### src/shared/tpio_consts.vh
`ifndef TPIO_CONSTS_VH
`define TPIO_CONSTS_VH

// Register word addresses on the Avalon-MM word bus.
`define TPIO_ADDR_PF_LATCH 4'h0
`define TPIO_ADDR_PF_DIR 4'h1
`define TPIO_ADDR_PG_LATCH 4'h2
`define TPIO_ADDR_PG_DIR 4'h3
`define TPIO_ADDR_PG_PULLUP 4'h4
`define TPIO_ADDR_CONFIG 4'h5
`define TPIO_ADDR_STATUS 4'h6

// Implemented bit masks per port.
`define TPIO_PF_MASK 8'h07
`define TPIO_PG_MASK 8'h06

// Reset values.
`define TPIO_DIR_RESET 8'h00
`define TPIO_LATCH_RESET 8'h00
`define TPIO_PULLUP_RESET 8'h00
`define TPIO_CONFIG_RESET 8'h00

// Config register field positions.
`define TPIO_CFG_MAIN_OSC_SEL 0
`define TPIO_CFG_SUB_OSC_SEL 1
`define TPIO_CFG_EXT_RST_EN 2
`define TPIO_CFG_STANDBY_FLOAT 3

// Number of register slots held in the register store.
`define TPIO_NUM_REGS 8

`endif

### src/design/tpio_top.v
`timescale 1ns/100ps
`include "tpio_consts.vh"

// Summary of operation
// - Direction one drives pin from latch
// - Direction zero leaves pin undriven input
// - Data writes always update the latch
// - Output pin ordinary read returns latch
// - Input pin read gives pin; READMODWRITE_ACCESS latch
// - Peripheral drives pin; reads as pin
// - CPU reset clears all direction bits
// - Float bit plus stop/watch floats pins
// - Float bit zero keeps pins in standby
// - Port G pull-up follows pull-up bit
// - Port G low output disconnects pull-up
// - Port F uses bits zero to two
// - Port G uses bits one and two
// - Main oscillator owns F0/F1 when zero
// - Reset enable makes F2 reset input
// - F2 is open drain, never high
// - Sub oscillator owns G1/G2 when zero
// - Buzzer over compare0, pulse over compare1
// - Reset floats all pins, F2 included
module tpio_top (
  // Clock, reset and enable
  input wire clk,
  input wire rst_n,
  input wire clk_en,
  input wire por_active,
  // Avalon-MM slave
  input wire [3:0] address,
  input wire read,
  input wire write,
  input wire [31:0] writedata,
  input wire readmodwrite_access,
  output wire [31:0] readdata,
  output wire waitrequest,
  // Standby state
  input wire stop_or_watch,
  // Peripheral outputs and enables
  input wire buzzer_output,
  input wire buzzer_oe,
  input wire compare_ch0_output,
  input wire compare_ch0_oe,
  input wire pulse_gen_output,
  input wire pulse_gen_oe,
  input wire compare_ch1_output,
  input wire compare_ch1_oe,
  // Port F pins
  input wire [2:0] portf_in,
  output reg [2:0] portf_out,
  output reg [2:0] portf_oe,
  // Port G pins, index 1 and 2 used
  input wire [2:1] portg_in,
  output reg [2:1] portg_out,
  output reg [2:1] portg_oe,
  output reg [2:1] portg_pullup_on,
  // Internal inputs toward peripherals
  output reg [2:0] portf_internal_in,
  output reg [2:1] portg_internal_in,
  output reg ext_reset_in_n
);

  reg rst_s1;
  reg rst_s2;
  reg ack;
  reg [7:0] read_mux;
  reg [7:0] next_wdata;
  reg [2:0] next_pf_out;
  reg [2:0] next_pf_oe;
  reg [2:1] next_pg_out;
  reg [2:1] next_pg_oe;
  reg [2:1] next_pg_pu;
  wire [63:0] regs;
  wire [7:0] rd_store;
  wire [7:0] portf_output_latch;
  wire [7:0] portf_direction;
  wire [7:0] portg_output_latch;
  wire [7:0] portg_direction;
  wire [7:0] portg_pullup_enable;
  wire [7:0] system_config_one;
  wire main_osc_pin_select;
  wire sub_osc_pin_select;
  wire ext_reset_pin_enable;
  wire standby_pin_float;
  wire floating;
  wire [2:0] pf_pin_view;
  wire [2:1] pg_pin_view;
  wire rd_is_latch_reg;
  wire wr_hit;
  reg rmw_q;
  reg [3:0] addr_q;
  reg [7:0] pin_sample;

  // Reset release through two flip-flops.
  always @(posedge clk or negedge rst_n) begin
    if (!rst_n) begin
      rst_s1 <= 1'b0;
      rst_s2 <= 1'b0;
    end else begin
      rst_s1 <= 1'b1;
      rst_s2 <= rst_s1;
    end
  end

  // Every access takes two clk_en cycles: request, then acknowledge.
  always @(posedge clk or negedge rst_s2) begin
    if (!rst_s2) begin
      ack <= 1'b0;
      rmw_q <= 1'b0;
      addr_q <= 4'h0;
      pin_sample <= 8'h00;
    end else if (clk_en) begin
      ack <= (read || write) && !ack;
      rmw_q <= readmodwrite_access;
      addr_q <= address;
      pin_sample <= read_mux;
    end
  end

  assign waitrequest = (read || write) && !ack;
  // A write lands at the edge where the master sees waitrequest low, not before.
  assign wr_hit = write && ack && address <= `TPIO_ADDR_CONFIG;

  // Unused bits are stored as zero.
  always @* begin
    case (address)
      `TPIO_ADDR_PF_LATCH, `TPIO_ADDR_PF_DIR: next_wdata = writedata[7:0] & `TPIO_PF_MASK;
      `TPIO_ADDR_PG_LATCH, `TPIO_ADDR_PG_DIR,
      `TPIO_ADDR_PG_PULLUP: next_wdata = writedata[7:0] & `TPIO_PG_MASK;
      `TPIO_ADDR_CONFIG: next_wdata = writedata[7:0] & 8'h0f;
      default: next_wdata = 8'h00;
    endcase
  end

  // Latch writes land regardless of direction; the directions reset to zero.
  tpio_regstore u_store (
    .clk(clk),
    .rst_n(rst_s2),
    .clk_en(clk_en),
    .wr_en(wr_hit),
    .wr_idx(address[2:0]),
    .wr_data(next_wdata),
    .rd_idx(address[2:0]),
    .rd_data(rd_store),
    .all_regs(regs)
  );

  assign portf_output_latch = regs[7:0];
  assign portf_direction = regs[15:8];
  assign portg_output_latch = regs[23:16];
  assign portg_direction = regs[31:24];
  assign portg_pullup_enable = regs[39:32];
  assign system_config_one = regs[47:40];
  assign main_osc_pin_select = system_config_one[`TPIO_CFG_MAIN_OSC_SEL];
  assign sub_osc_pin_select = system_config_one[`TPIO_CFG_SUB_OSC_SEL];
  assign ext_reset_pin_enable = system_config_one[`TPIO_CFG_EXT_RST_EN];
  assign standby_pin_float = system_config_one[`TPIO_CFG_STANDBY_FLOAT];
  assign floating = standby_pin_float && stop_or_watch;

  // Pin drive, registered so the outputs are glitch free.
  always @* begin
    next_pf_out = 3'h0;
    next_pf_oe = 3'h0;
    next_pg_out = 2'h0;
    next_pg_oe = 2'h0;
    if (main_osc_pin_select) begin
      next_pf_out[1:0] = portf_output_latch[1:0];
      next_pf_oe[1:0] = portf_direction[1:0];
    end
    if (!ext_reset_pin_enable) begin
      next_pf_out[2] = 1'b0;
      next_pf_oe[2] = portf_direction[2] && !portf_output_latch[2];
    end
    if (sub_osc_pin_select) begin
      if (buzzer_oe) begin
        next_pg_out[1] = buzzer_output;
        next_pg_oe[1] = 1'b1;
      end else if (compare_ch0_oe) begin
        next_pg_out[1] = compare_ch0_output;
        next_pg_oe[1] = 1'b1;
      end else begin
        next_pg_out[1] = portg_output_latch[1];
        next_pg_oe[1] = portg_direction[1];
      end
      if (pulse_gen_oe) begin
        next_pg_out[2] = pulse_gen_output;
        next_pg_oe[2] = 1'b1;
      end else if (compare_ch1_oe) begin
        next_pg_out[2] = compare_ch1_output;
        next_pg_oe[2] = 1'b1;
      end else begin
        next_pg_out[2] = portg_output_latch[2];
        next_pg_oe[2] = portg_direction[2];
      end
    end
    // Pull-up on when enabled and not actively driving low.
    next_pg_pu = portg_pullup_enable[2:1] & ~(next_pg_oe & ~next_pg_out);
    if (floating) begin
      next_pf_oe = 3'h0;
      next_pg_oe = 2'h0;
      next_pg_pu = 2'h0;
    end
  end

  // During reset all pins float, F2 included; nothing pulls F2 low at power-on.
  always @(posedge clk or negedge rst_s2) begin
    if (!rst_s2) begin
      portf_out <= 3'h0;
      portf_oe <= 3'h0;
      portg_out <= 2'h0;
      portg_oe <= 2'h0;
      portg_pullup_on <= 2'h0;
      portf_internal_in <= 3'h0;
      portg_internal_in <= 2'h0;
      ext_reset_in_n <= 1'b1;
    end else if (clk_en) begin
      portf_out <= next_pf_out;
      portf_oe <= next_pf_oe;
      portg_out <= next_pg_out;
      portg_oe <= next_pg_oe;
      portg_pullup_on <= next_pg_pu;
      portf_internal_in <= floating ? 3'h0 : portf_in;
      portg_internal_in <= floating ? 2'h0 : portg_in;
      ext_reset_in_n <= ext_reset_pin_enable ? portf_in[2] : 1'b1;
    end
  end

  // Pin levels seen by ordinary reads; floating blocks the inputs.
  assign pf_pin_view = floating ? 3'h0 : portf_in;
  assign pg_pin_view = floating ? 2'h0 : portg_in;

  // Pin value for ordinary reads of input or peripheral-driven pins.
  always @* begin
    case (address)
      `TPIO_ADDR_PF_LATCH: read_mux = {5'h00,
        (portf_direction[2:0] & portf_output_latch[2:0]) |
        (~portf_direction[2:0] & pf_pin_view)};
      `TPIO_ADDR_PG_LATCH: read_mux = {5'h00,
        (portg_direction[2:1] & ~{pulse_gen_oe | compare_ch1_oe, buzzer_oe | compare_ch0_oe}
          & portg_output_latch[2:1]) |
        (~(portg_direction[2:1] & ~{pulse_gen_oe | compare_ch1_oe,
          buzzer_oe | compare_ch0_oe}) & pg_pin_view), 1'b0};
      default: read_mux = 8'h00;
    endcase
  end

  assign rd_is_latch_reg = addr_q == `TPIO_ADDR_PF_LATCH || addr_q == `TPIO_ADDR_PG_LATCH;

  // A read-modify-write read of a data register returns the latch.
  assign readdata = {24'h000000,
    addr_q == `TPIO_ADDR_STATUS ? {6'h00, floating, rst_s2} :
    (rd_is_latch_reg && !rmw_q) ? pin_sample : rd_store};

  // por_active is not used; nothing forces F2 low at power-on.
  wire unused_por;
  assign unused_por = por_active;

endmodule

### src/design/tpio_regstore.v
`timescale 1ns/100ps
`include "tpio_consts.vh"

// Small register store with registered read data.
module tpio_regstore (
  // Clock and reset
  input wire clk,
  input wire rst_n,
  input wire clk_en,
  // Write port
  input wire wr_en,
  input wire [2:0] wr_idx,
  input wire [7:0] wr_data,
  // Read port
  input wire [2:0] rd_idx,
  output reg [7:0] rd_data,
  // Flat view of all entries
  output wire [63:0] all_regs
);

  reg [7:0] mem [0:7];
  genvar g;

  generate
    for (g = 0; g < 8; g = g + 1) begin : g_entry
      localparam [2:0] ENTRY_IDX = g;
      always @(posedge clk or negedge rst_n) begin
        if (!rst_n) begin
          mem[g] <= 8'h00;
        end else if (clk_en && wr_en && wr_idx == ENTRY_IDX) begin
          mem[g] <= wr_data;
        end
      end
      assign all_regs[g*8 +: 8] = mem[g];
    end
  endgenerate

  always @(posedge clk or negedge rst_n) begin
    if (!rst_n) begin
      rd_data <= 8'h00;
    end else if (clk_en) begin
      rd_data <= mem[rd_idx];
    end
  end

endmodule

### config.mk
export PLATFORM = sky130hd
export DESIGN_NAME = tpio_top
export DESIGN_NICKNAME = d
export VERILOG_FILES = /design/src/design/tpio_top.v /design/src/design/tpio_regstore.v
export VERILOG_INCLUDE_DIRS = /design/src /design/src/shared
export SDC_FILE = /design/constraint.sdc
export NUM_CORES = 1
export LEC_CHECK = 0
export ABC_CLOCK_PERIOD_IN_PS = 4250
export BUFFER_PORTS_ARGS = -buffer_cell sky130_fd_sc_hd__buf_2
export CORE_MARGIN = 8
export CORE_UTILIZATION = 35
export DETAILED_ROUTE_END_ITERATION = 16
export PLACE_DENSITY = 0.62
export SLEW_MARGIN = 20
export SYNTH_ARGS = -nofsm -noshare
export SYNTH_HDL_FRONTEND = slang
export SYNTH_HIERARCHICAL = 1
export SYNTH_SLANG_ARGS = --single-unit
### constraint.sdc
create_clock -name clk -period 4.25 [get_ports clk]
set_input_delay 0.2125 -clock clk [delete_from_list [all_inputs] [get_ports clk]]
set_output_delay 0.2125 -clock clk [all_outputs]
set_load 0.01 [all_outputs]
# --- Word level (Yosys, flattened, before mapping) ---
# Index checks and enable logic that the tools add are counted.
totals:
  out_inout_bits: 51
  elab_cells: 107
  inputBits: 57
  ff_bits: 105
classes:
  n_eq_ne: 14
  n_reduce_logical: 25
  magnitude_cmp: 2
  n_mux: 26
  bitwise: 17
op_table:
  columns: ["cell", "count"]
  rows:
  - ["$mux 8", 4]
  - ["$bmux 8 s3", 1]
  - ["$logic_and 1x1->1", 15]
  - ["$mux 2", 7]
  - ["$eq 3x3->1 const B", 4]
  - ["$eq 4x2->1 const B", 3]
  - ["$eq 4x3->1 const B", 3]
  - ["$pmux 4 s3", 1]
  - ["$and 2x2->2", 5]
  - ["$mux 1", 10]
  - ["$logic_not 4->1", 2]
  - ["$not 2->2", 4]
  - ["$and 3x3->3", 2]
  - ["$eq 3x2->1 const B", 2]
  - ["$mux 3", 2]
  - ["$pmux 3 s2", 1]
  - ["$eq 4x1->1 const B", 1]
  - ["$ge 4x4->1 const B", 1]
  - ["$le 4x3->1 const B", 1]
  - ["$not 3->4", 1]
  - ["$eq 3x1->1 const B", 1]
  - ["$logic_not 1->1", 3]
  - ["$logic_not 3->1", 1]
  - ["$not 3->3", 1]
  - ["6 further kinds", 8]

# --- Logic depth before layout (Yosys ltp) ---
# Gate-level depths: netlist of the first run.
logic_depth:
  depth_word: 8
  mapped_depth: 6
  mapped_depth_nobuf: 5

# --- Hierarchy ---
# Netlist of the first run, hierarchy kept.
modules_own_cells:
  columns: ["mod", "n_inst", "seq_area_each_um2", "area_each_um2", "cells_each"]
  rows:
  - ["tpio_regstore", 1, 1801.7, 3373.2, 236]
  - ["tpio_top", 1, 701.9, 1620.3, 166]

# --- Worst setup path before layout of the first run ---
# OpenSTA, ideal clock, no wires.
synth_timing:
  path_kind: "register -> output"
  start: "reg rst_s2"
  end: "out readdata[0]"
  path_stages_with_launch: 3
  slack_ps: 1089
  required_ps: 4038
  t_arrival_ps: 2948
  n_path_buf: 0
  path_cell_list: "dfrtp_1 -> a22o_1 -> a21o_1"
synth_between:
  elab_chain_cells: 1
synth_rtl:
  columns: ["element", "line", "text"]
  rows:
  - ["from (decl)", "tpio_top.v:65", "reg rst_s2;"]
  - ["from (signal assigned)", "tpio_top.v:102", "rst_s2 <= rst_s1;"]
  - ["$mux 8", "tpio_top.v:252", "addr_q == `TPIO_ADDR_STATUS ? {6'h00, floating, rst_s2} :"]
  - ["to (decl)", "tpio_top.v:36", "output wire [31:0] readdata,"]
# Every way passes these cells.

# --- Final worst setup path of the first run ---
layout_timing:
  start: "in address[0]"
  end: "reg u_store.mem (netlist bit u_store/all_regs[40])"
layout_between:
  elab_chain_cells: 4
  elab_cells_between_ends: 14
layout_rtl:
  columns: ["element", "line", "text"]
  rows:
  - ["from (decl)", "tpio_top.v:31", "input wire [3:0] address,"]
  - ["$le 4x3->1 (no line)", null, null]
  - ["$logic_and 1x1->1 (no line)", null, null]
  - ["$logic_and 1x1->1 (2 in series)", "tpio_regstore.v:30", "end else if (clk_en && wr_en && wr_idx == ENTRY_IDX) begin"]
  - ["to (signal, indexed assignment)", "tpio_regstore.v:31", "mem[g] <= wr_data;"]
  - ["to (decl)", "tpio_regstore.v:21", "reg [7:0] mem [0:7];"]
# Parallel ways exist; a longest one is shown, timed or not.
# A chain may end at the register's enable or synchronous reset.

==> flow_summary.ini, run 1 <==
[worst_setup_path]
arrival_ns = 2.24
crit_chain = buf_2 > buf_4 > nand2b_1 > nor2_2 > mux2_2
start_kind = input pin
slowest_delay_ns = 0.60
critPathMaxFanout = 32
crit_family = buffers and inverters
slowest_stage = buf_2
ff2ff_setup_slack_ns = 2.35
cp_num_buf_inv = 2
endpoint_kind = flip-flop
critPathRequiredTime_ns = 4.47
crit_type = input pin to flip-flop

[timing]
min_period_ns = 2.01
rsz0062_at_grt = no
slew_violations = 0
fin_skew_ns = 0.00622
tightest_slew_ns = 0.813
fin_hold_ws_ns = 0.106
fin_crit_sh_pct = 47.4
finalHoldViolCount = 0
relSlewSlack_pct = 45.8
fin_setup_tns_ns = 0
finalSetupViolCount = 0
fmax_ghz = 0.497

[logic_synthesis]
async_flop_share_pct = 100
synthMuxAreaShare_pct = 23.5
ys_seq_area_share_pct = 50.1
synth_enable_flop_cells = 0
synth.distinct_cells = 46
synth_top_area_share_pct = 49.6
synth-simple-area-share_pct = 10.9
ys_seq_elements = 100
netlist_area_um2 = 4990
ys.warnings.count = 6
synth_xor_area_share_pct = 0
synth_area_leaders = dfrtp_1 50%, mux2_2 13%, mux2i_1 5.6%, mux2_4 4.8%, buf_4 3.9%
synth_top_family_by_area = multiplexers
synth_compound_area_share_pct = 8.82
avgSynthCellArea_um2 = 12.4
yosys.area.top_type = dfrtp_1
synth_flop_cell = dfrtp_1
syn_inst = 402
synthAdderAreaFrac_pct = 0

[route]
avgViaCountPerCell = 4.97
first_iter_violations = 190
wl_met2_mm = 5.49
routedWlPerCell_um = 17.2
ant_nets = 0
drcViolationCount = 0
m1WireLength_mm = 4.97
routed.top_layer = met4
drt_wl_total_mm = 11.5
wl_met3_um = 854
vias = 3332
first_pass_iters = 4

[layout]
nNetsFinal = 542
final_core_util_pct = 41.6
final_common_cell = dfrtp_1
final_cell_mix = 98 x dfrtp_1, 58 x conb_1, 56 x mux2_2
syn_to_final_growth_pct = 16.0
drive_gt1_share_pct = 31.8
fillers = 1295

[floorplan]
start_util_pct = 35.8
pin_count = 108
die_y_um = 135
rows = 43
dieArea_um2 = 18300
core_area_um2 = 13900
die_w_um = 135

[cts]
cts_sinks = 100
cts_buffers = 9
path_clk_slew_ns = 0.06
htreeDepth = 3
cts_tree = built
post_cts_buffers = 0
cts_resized = 0
cts_root_buf = clkbuf_16
clockBufferDepth = 2
worstSkewPairLatency_ns = 0.34

[place]
portBuffers = 53
dp_hpwl_mm = 8.32
place.gp.congestion = 0.802

[power_and_ir_drop]
p_clk_share_pct = 39.4
irDropWorstVdd_mv = 0.188
swShare_pct = 24.0
power_density_nw_per_um2 = 397
p_int_uw = 1750
p_leak_uw = 0.00293
power_frac_comb_pct = 12.7
p_seq_share_pct = 47.9
p_sw_uw = 553

[grt]
grt_max_degree = 51
grt_usage_pct = 12.8
grt_pass1_vias = 3568
antenna_found_initial = 0
gr-total-overflow = 0
grt_pass1_wl_mm = 18.8

[status]
status = completed

[flow_run]
cap_viol_max_count = 0

[min_path]
hold_path.class = input pin to flip-flop
-- final timing paths --
check | from | end | cells after the start
hold reg to reg | rst_s1$_DFF_PN0_ | rst_s2$_DFF_PN0_ | 0
max in group asynchronous | rst_s2$_DFF_PN0_ | portg_oe[2]$_DFFE_PN0P_ | 1
min in group asynchronous | rst_n | rst_s2$_DFF_PN0_ | 2
hold / removal | portf_in[2] | ext_reset_in_n$_DFFE_PN1P_ | 3
setup / recovery | address[0] | u_store/all_regs[40]$_DFFE_PN0P_ | 5
setup reg to reg | ack$_DFFE_PN0P_ | u_store/all_regs[4]$_DFFE_PN0P_ | 4
-- power groups by stage --
stage | clock network, uW | registers (uW) | logic (uW)
after floorplan | 0 | 1110 | 215
after global placement | 0 | 1110 | 282
after detailed placement | 0 | 1120 | 291
after CTS | 932 | 1100 | 294
after global routing | 967 | 1120 | 322
final | 906 | 1100 | 291
-- cells in the mapped netlist (8+ instances only) --
master / count
a22oi_1: 10
nand2_1: 10
dfrtp_1: 99
nand3_1: 14
mux2i_1: 28
a211o_1: 8
o21ai_0: 11
buf_4: 26
inv_1: 11
mux2_4: 16
nor2b_1: 17
a41o_1: 8
and2_1: 8
mux2_2: 56
-- what timing repair did --
action                                  4_1_cts  5_1_grt
endpoints found under the setup margin        0        0
endpoints found under the hold margin         2        0
hold buffers                                  1        0
-- flip-flops by register name, summed over array words and instances (netlist names), 3 cells and up --
name	cells
addr_q	4
u_store/all_regs	64
portf_oe	3
u_store/rd_data	8
portf_internal_in	3
pin_sample	3
-- final cells by class --
cell class	count	area [um2]	area share (%)
Antenna cell	1	2.50	0.0432
Tap cell	180	225	3.89
Timing Repair Buffer	58	305	5.27
Clock inverter	3	67.6	1.17
Clock buffer	13	270	4.66
Sequential cell	100	2510	43.3
Inverter	11	41.3	0.713
Multi-Input combinational cell	305	2370	41.0
-- metrics by stage --
step | instances | total power (uW) | setup slack [ns] | cell area [um2]
floorplan | 458 | 1330 | 1.09 | 5200
global placement | 653 | 1400 | 1.89 | 5440
detailed placement | 653 | 1410 | 1.85 | 5440
CTS | 670 | 2330 | 2.20 | 5790
global route | 670 | 2400 | 2.10 | 5790
finish | 671 | 2300 | 2.24 | 5790
-- cell families after synthesis --
kind of cell,after synthesis
other,2
AO/OA/AOI/OAI,58
buffers and inverters,53
AND/OR/NAND/NOR,87
flip-flops,100
multiplexers,102
-- routing by layer --
layer  vias to the layer above  track usage (%)
met5                         -                0
met4                         0             3.95
met3                        19             4.12
met2                        99             21.3
met1                      1694             15.6
li1                       1520                -
-- worst min-delay path: stages --
cell     delay (ns)
buf_2          0.12
inv_1          0.05
a31oi_1        0.06
Power figures use the tool's default switching activity.
==> run 2: changes to the inputs <==
Settings changed: ABC_CLOCK_PERIOD_IN_PS 4250 to 2000.
Clock period 4.25 ns to 2 ns, I/O delays scaled along.
==> flow_summary.ini, run 2 (same netlist as run 1, synthesis figures left out) <==
[floorplan]
dieArea_um2 = 18300
die_y_um = 135
rows = 43
pin_count = 108
die_w_um = 135
core_area_um2 = 13900
start_util_pct = 35.8

[route]
drt_wl_total_mm = 11.4
routedWlPerCell_um = 16.6
ant_nets = 0
first_iter_violations = 182
vias = 3404
drcViolationCount = 0
avgViaCountPerCell = 4.95
first_pass_iters = 4

[layout]
fillers = 1318
nNetsFinal = 560
final_common_cell = dfrtp_1
diodes = 0
largest_register_ffs = 64
drive_gt1_share_pct = 33.9
syn_to_final_growth_pct = 18.8
final_cell_mix = 98 x dfrtp_1, 58 x conb_1, 56 x mux2_2

[timing]
fin_skew_ns = 0.00995
slew_violations = 0
fmax_ghz = 0.521
fin_setup_tns_ns = 0
rsz0062_at_grt = no
fin_crit_sh_pct = 95.9
min_period_ns = 1.92
fin_hold_ws_ns = 0.0176
finalSetupViolCount = 0
tightest_slew_ns = 0.587
relSlewSlack_pct = 60.9
finalHoldViolCount = 0

[worst_setup_path]
start_kind = flip-flop
crit_type = flip-flop to primary output
critPathRequiredTime_ns = 1.90
arrival_ns = 1.82
endpoint_kind = primary output
critPathMaxFanout = 8

[power_and_ir_drop]
p_int_uw = 3630
power_frac_comb_pct = 13.4
total_power_uw = 4850
power_density_nw_per_um2 = 817
p_clk_share_pct = 38.6
p_sw_uw = 1210
p_leak_uw = 0.00302
swShare_pct = 25.0
p_seq_share_pct = 48.0
irDropWorstVdd_mv = 0.412

[grt]
gr-total-overflow = 0
antenna_found_initial = 0
grt_max_degree = 99
grt_usage_pct = 12.8
grt_pass1_vias = 3590
grt_pass1_wl_mm = 18.7

[cts]
worstSkewPairLatency_ns = 0.34
cts_sinks = 100
cts_resized = 0
clockBufferDepth = 2
cts_tree = built
cts_buffers = 9
path_clk_slew_ns = 0.07
htreeDepth = 3
cts_root_buf = clkbuf_16

[place]
dp_hpwl_mm = 8.30
portBuffers = 53
place.gp.congestion = 0.767

[min_path]
hold_path.class = input pin to flip-flop

[status]
status = completed

[flow_run]
cap_viol_max_count = 0
run 2: per-stage QoR:
stage | cells | setup WS, ns | util, % | cell area (um2)
floorplan | 458 | 0.418 | - | 5210
global placement | 668 | 0.0694 | 40.0 | 5570
detailed placement | 668 | 0.0324 | 40.0 | 5570
CTS | 688 | 0.0642 | 42.6 | 5930
global route | 688 | 0.00396 | 42.6 | 5930
finish | 688 | 0.0820 | 42.6 | 5930
run 2: path summary, 6_finish.rpt:
check / cells after the start / slack (ns) / startpoint / to
max: 4 / 0.08 / addr_q[0]$_DFFE_PN0P_ / readdata[1]
min: 3 / 0.02 / portf_in[1] / portf_internal_in[1]$_DFFE_PN0P_
max reg2reg: 4 / 0.13 / ack$_DFFE_PN0P_ / u_store/all_regs[4]$_DFFE_PN0P_
min reg2reg: 0 / 0.35 / rst_s1$_DFF_PN0_ / rst_s2$_DFF_PN0_
max in group asynchronous: 1 / 1.14 / rst_s2$_DFF_PN0_ / portf_out[1]$_DFFE_PN0P_
min in group asynchronous: 2 / 0.08 / rst_n / rst_s2$_DFF_PN0_
run 2: layout make-up:
cell class / count / area [um2] / share of cell area (%)
Sequential cell: 100 / 2510 / 42.3
Multi-Input combinational cell: 305 / 2370 / 40.0
Timing Repair Buffer: 76 / 460 / 7.76
Clock buffer: 9 / 225 / 3.80
Tap cell: 180 / 225 / 3.80
Clock inverter: 7 / 98.8 / 1.67
Inverter: 11 / 41.3 / 0.696
run 2: power groups by stage:
| stage | combinational, uW | sequential [uW] | clock, uW |
|---|---|---|---|
| floorplan | 458 | 2360 | 0 |
| global placement | 635 | 2350 | 0 |
| detailed placement | 651 | 2360 | 0 |
| CTS | 661 | 2330 | 1920 |
| global route | 723 | 2350 | 2000 |
| finish | 651 | 2320 | 1870 |
run 2: layer usage:
layer / vias to the layer above / share of wire (%) / GRT usage, %
met1: 1734 / 43 / 15.7
met3: 6 / 7.1 / 3.52
met2: 95 / 49 / 21.7
li1: 1569 / - / -
met5: - / 0 / 0
met4: 0 / 0.59 / 3.08
run 2: critical path, stage by stage (launching register included):
cell	delay, ns
dfrtp_1	0.42
nor4_4	0.42
nor2_2	0.18
a221o_1	0.31
buf_2	0.15
run 2: repair_timing:
action,CTS,global route
setup endpoints to repair,0,0
buffers inserted,0,0
hold buffers,4,0
endpoints found under the hold margin,5,0
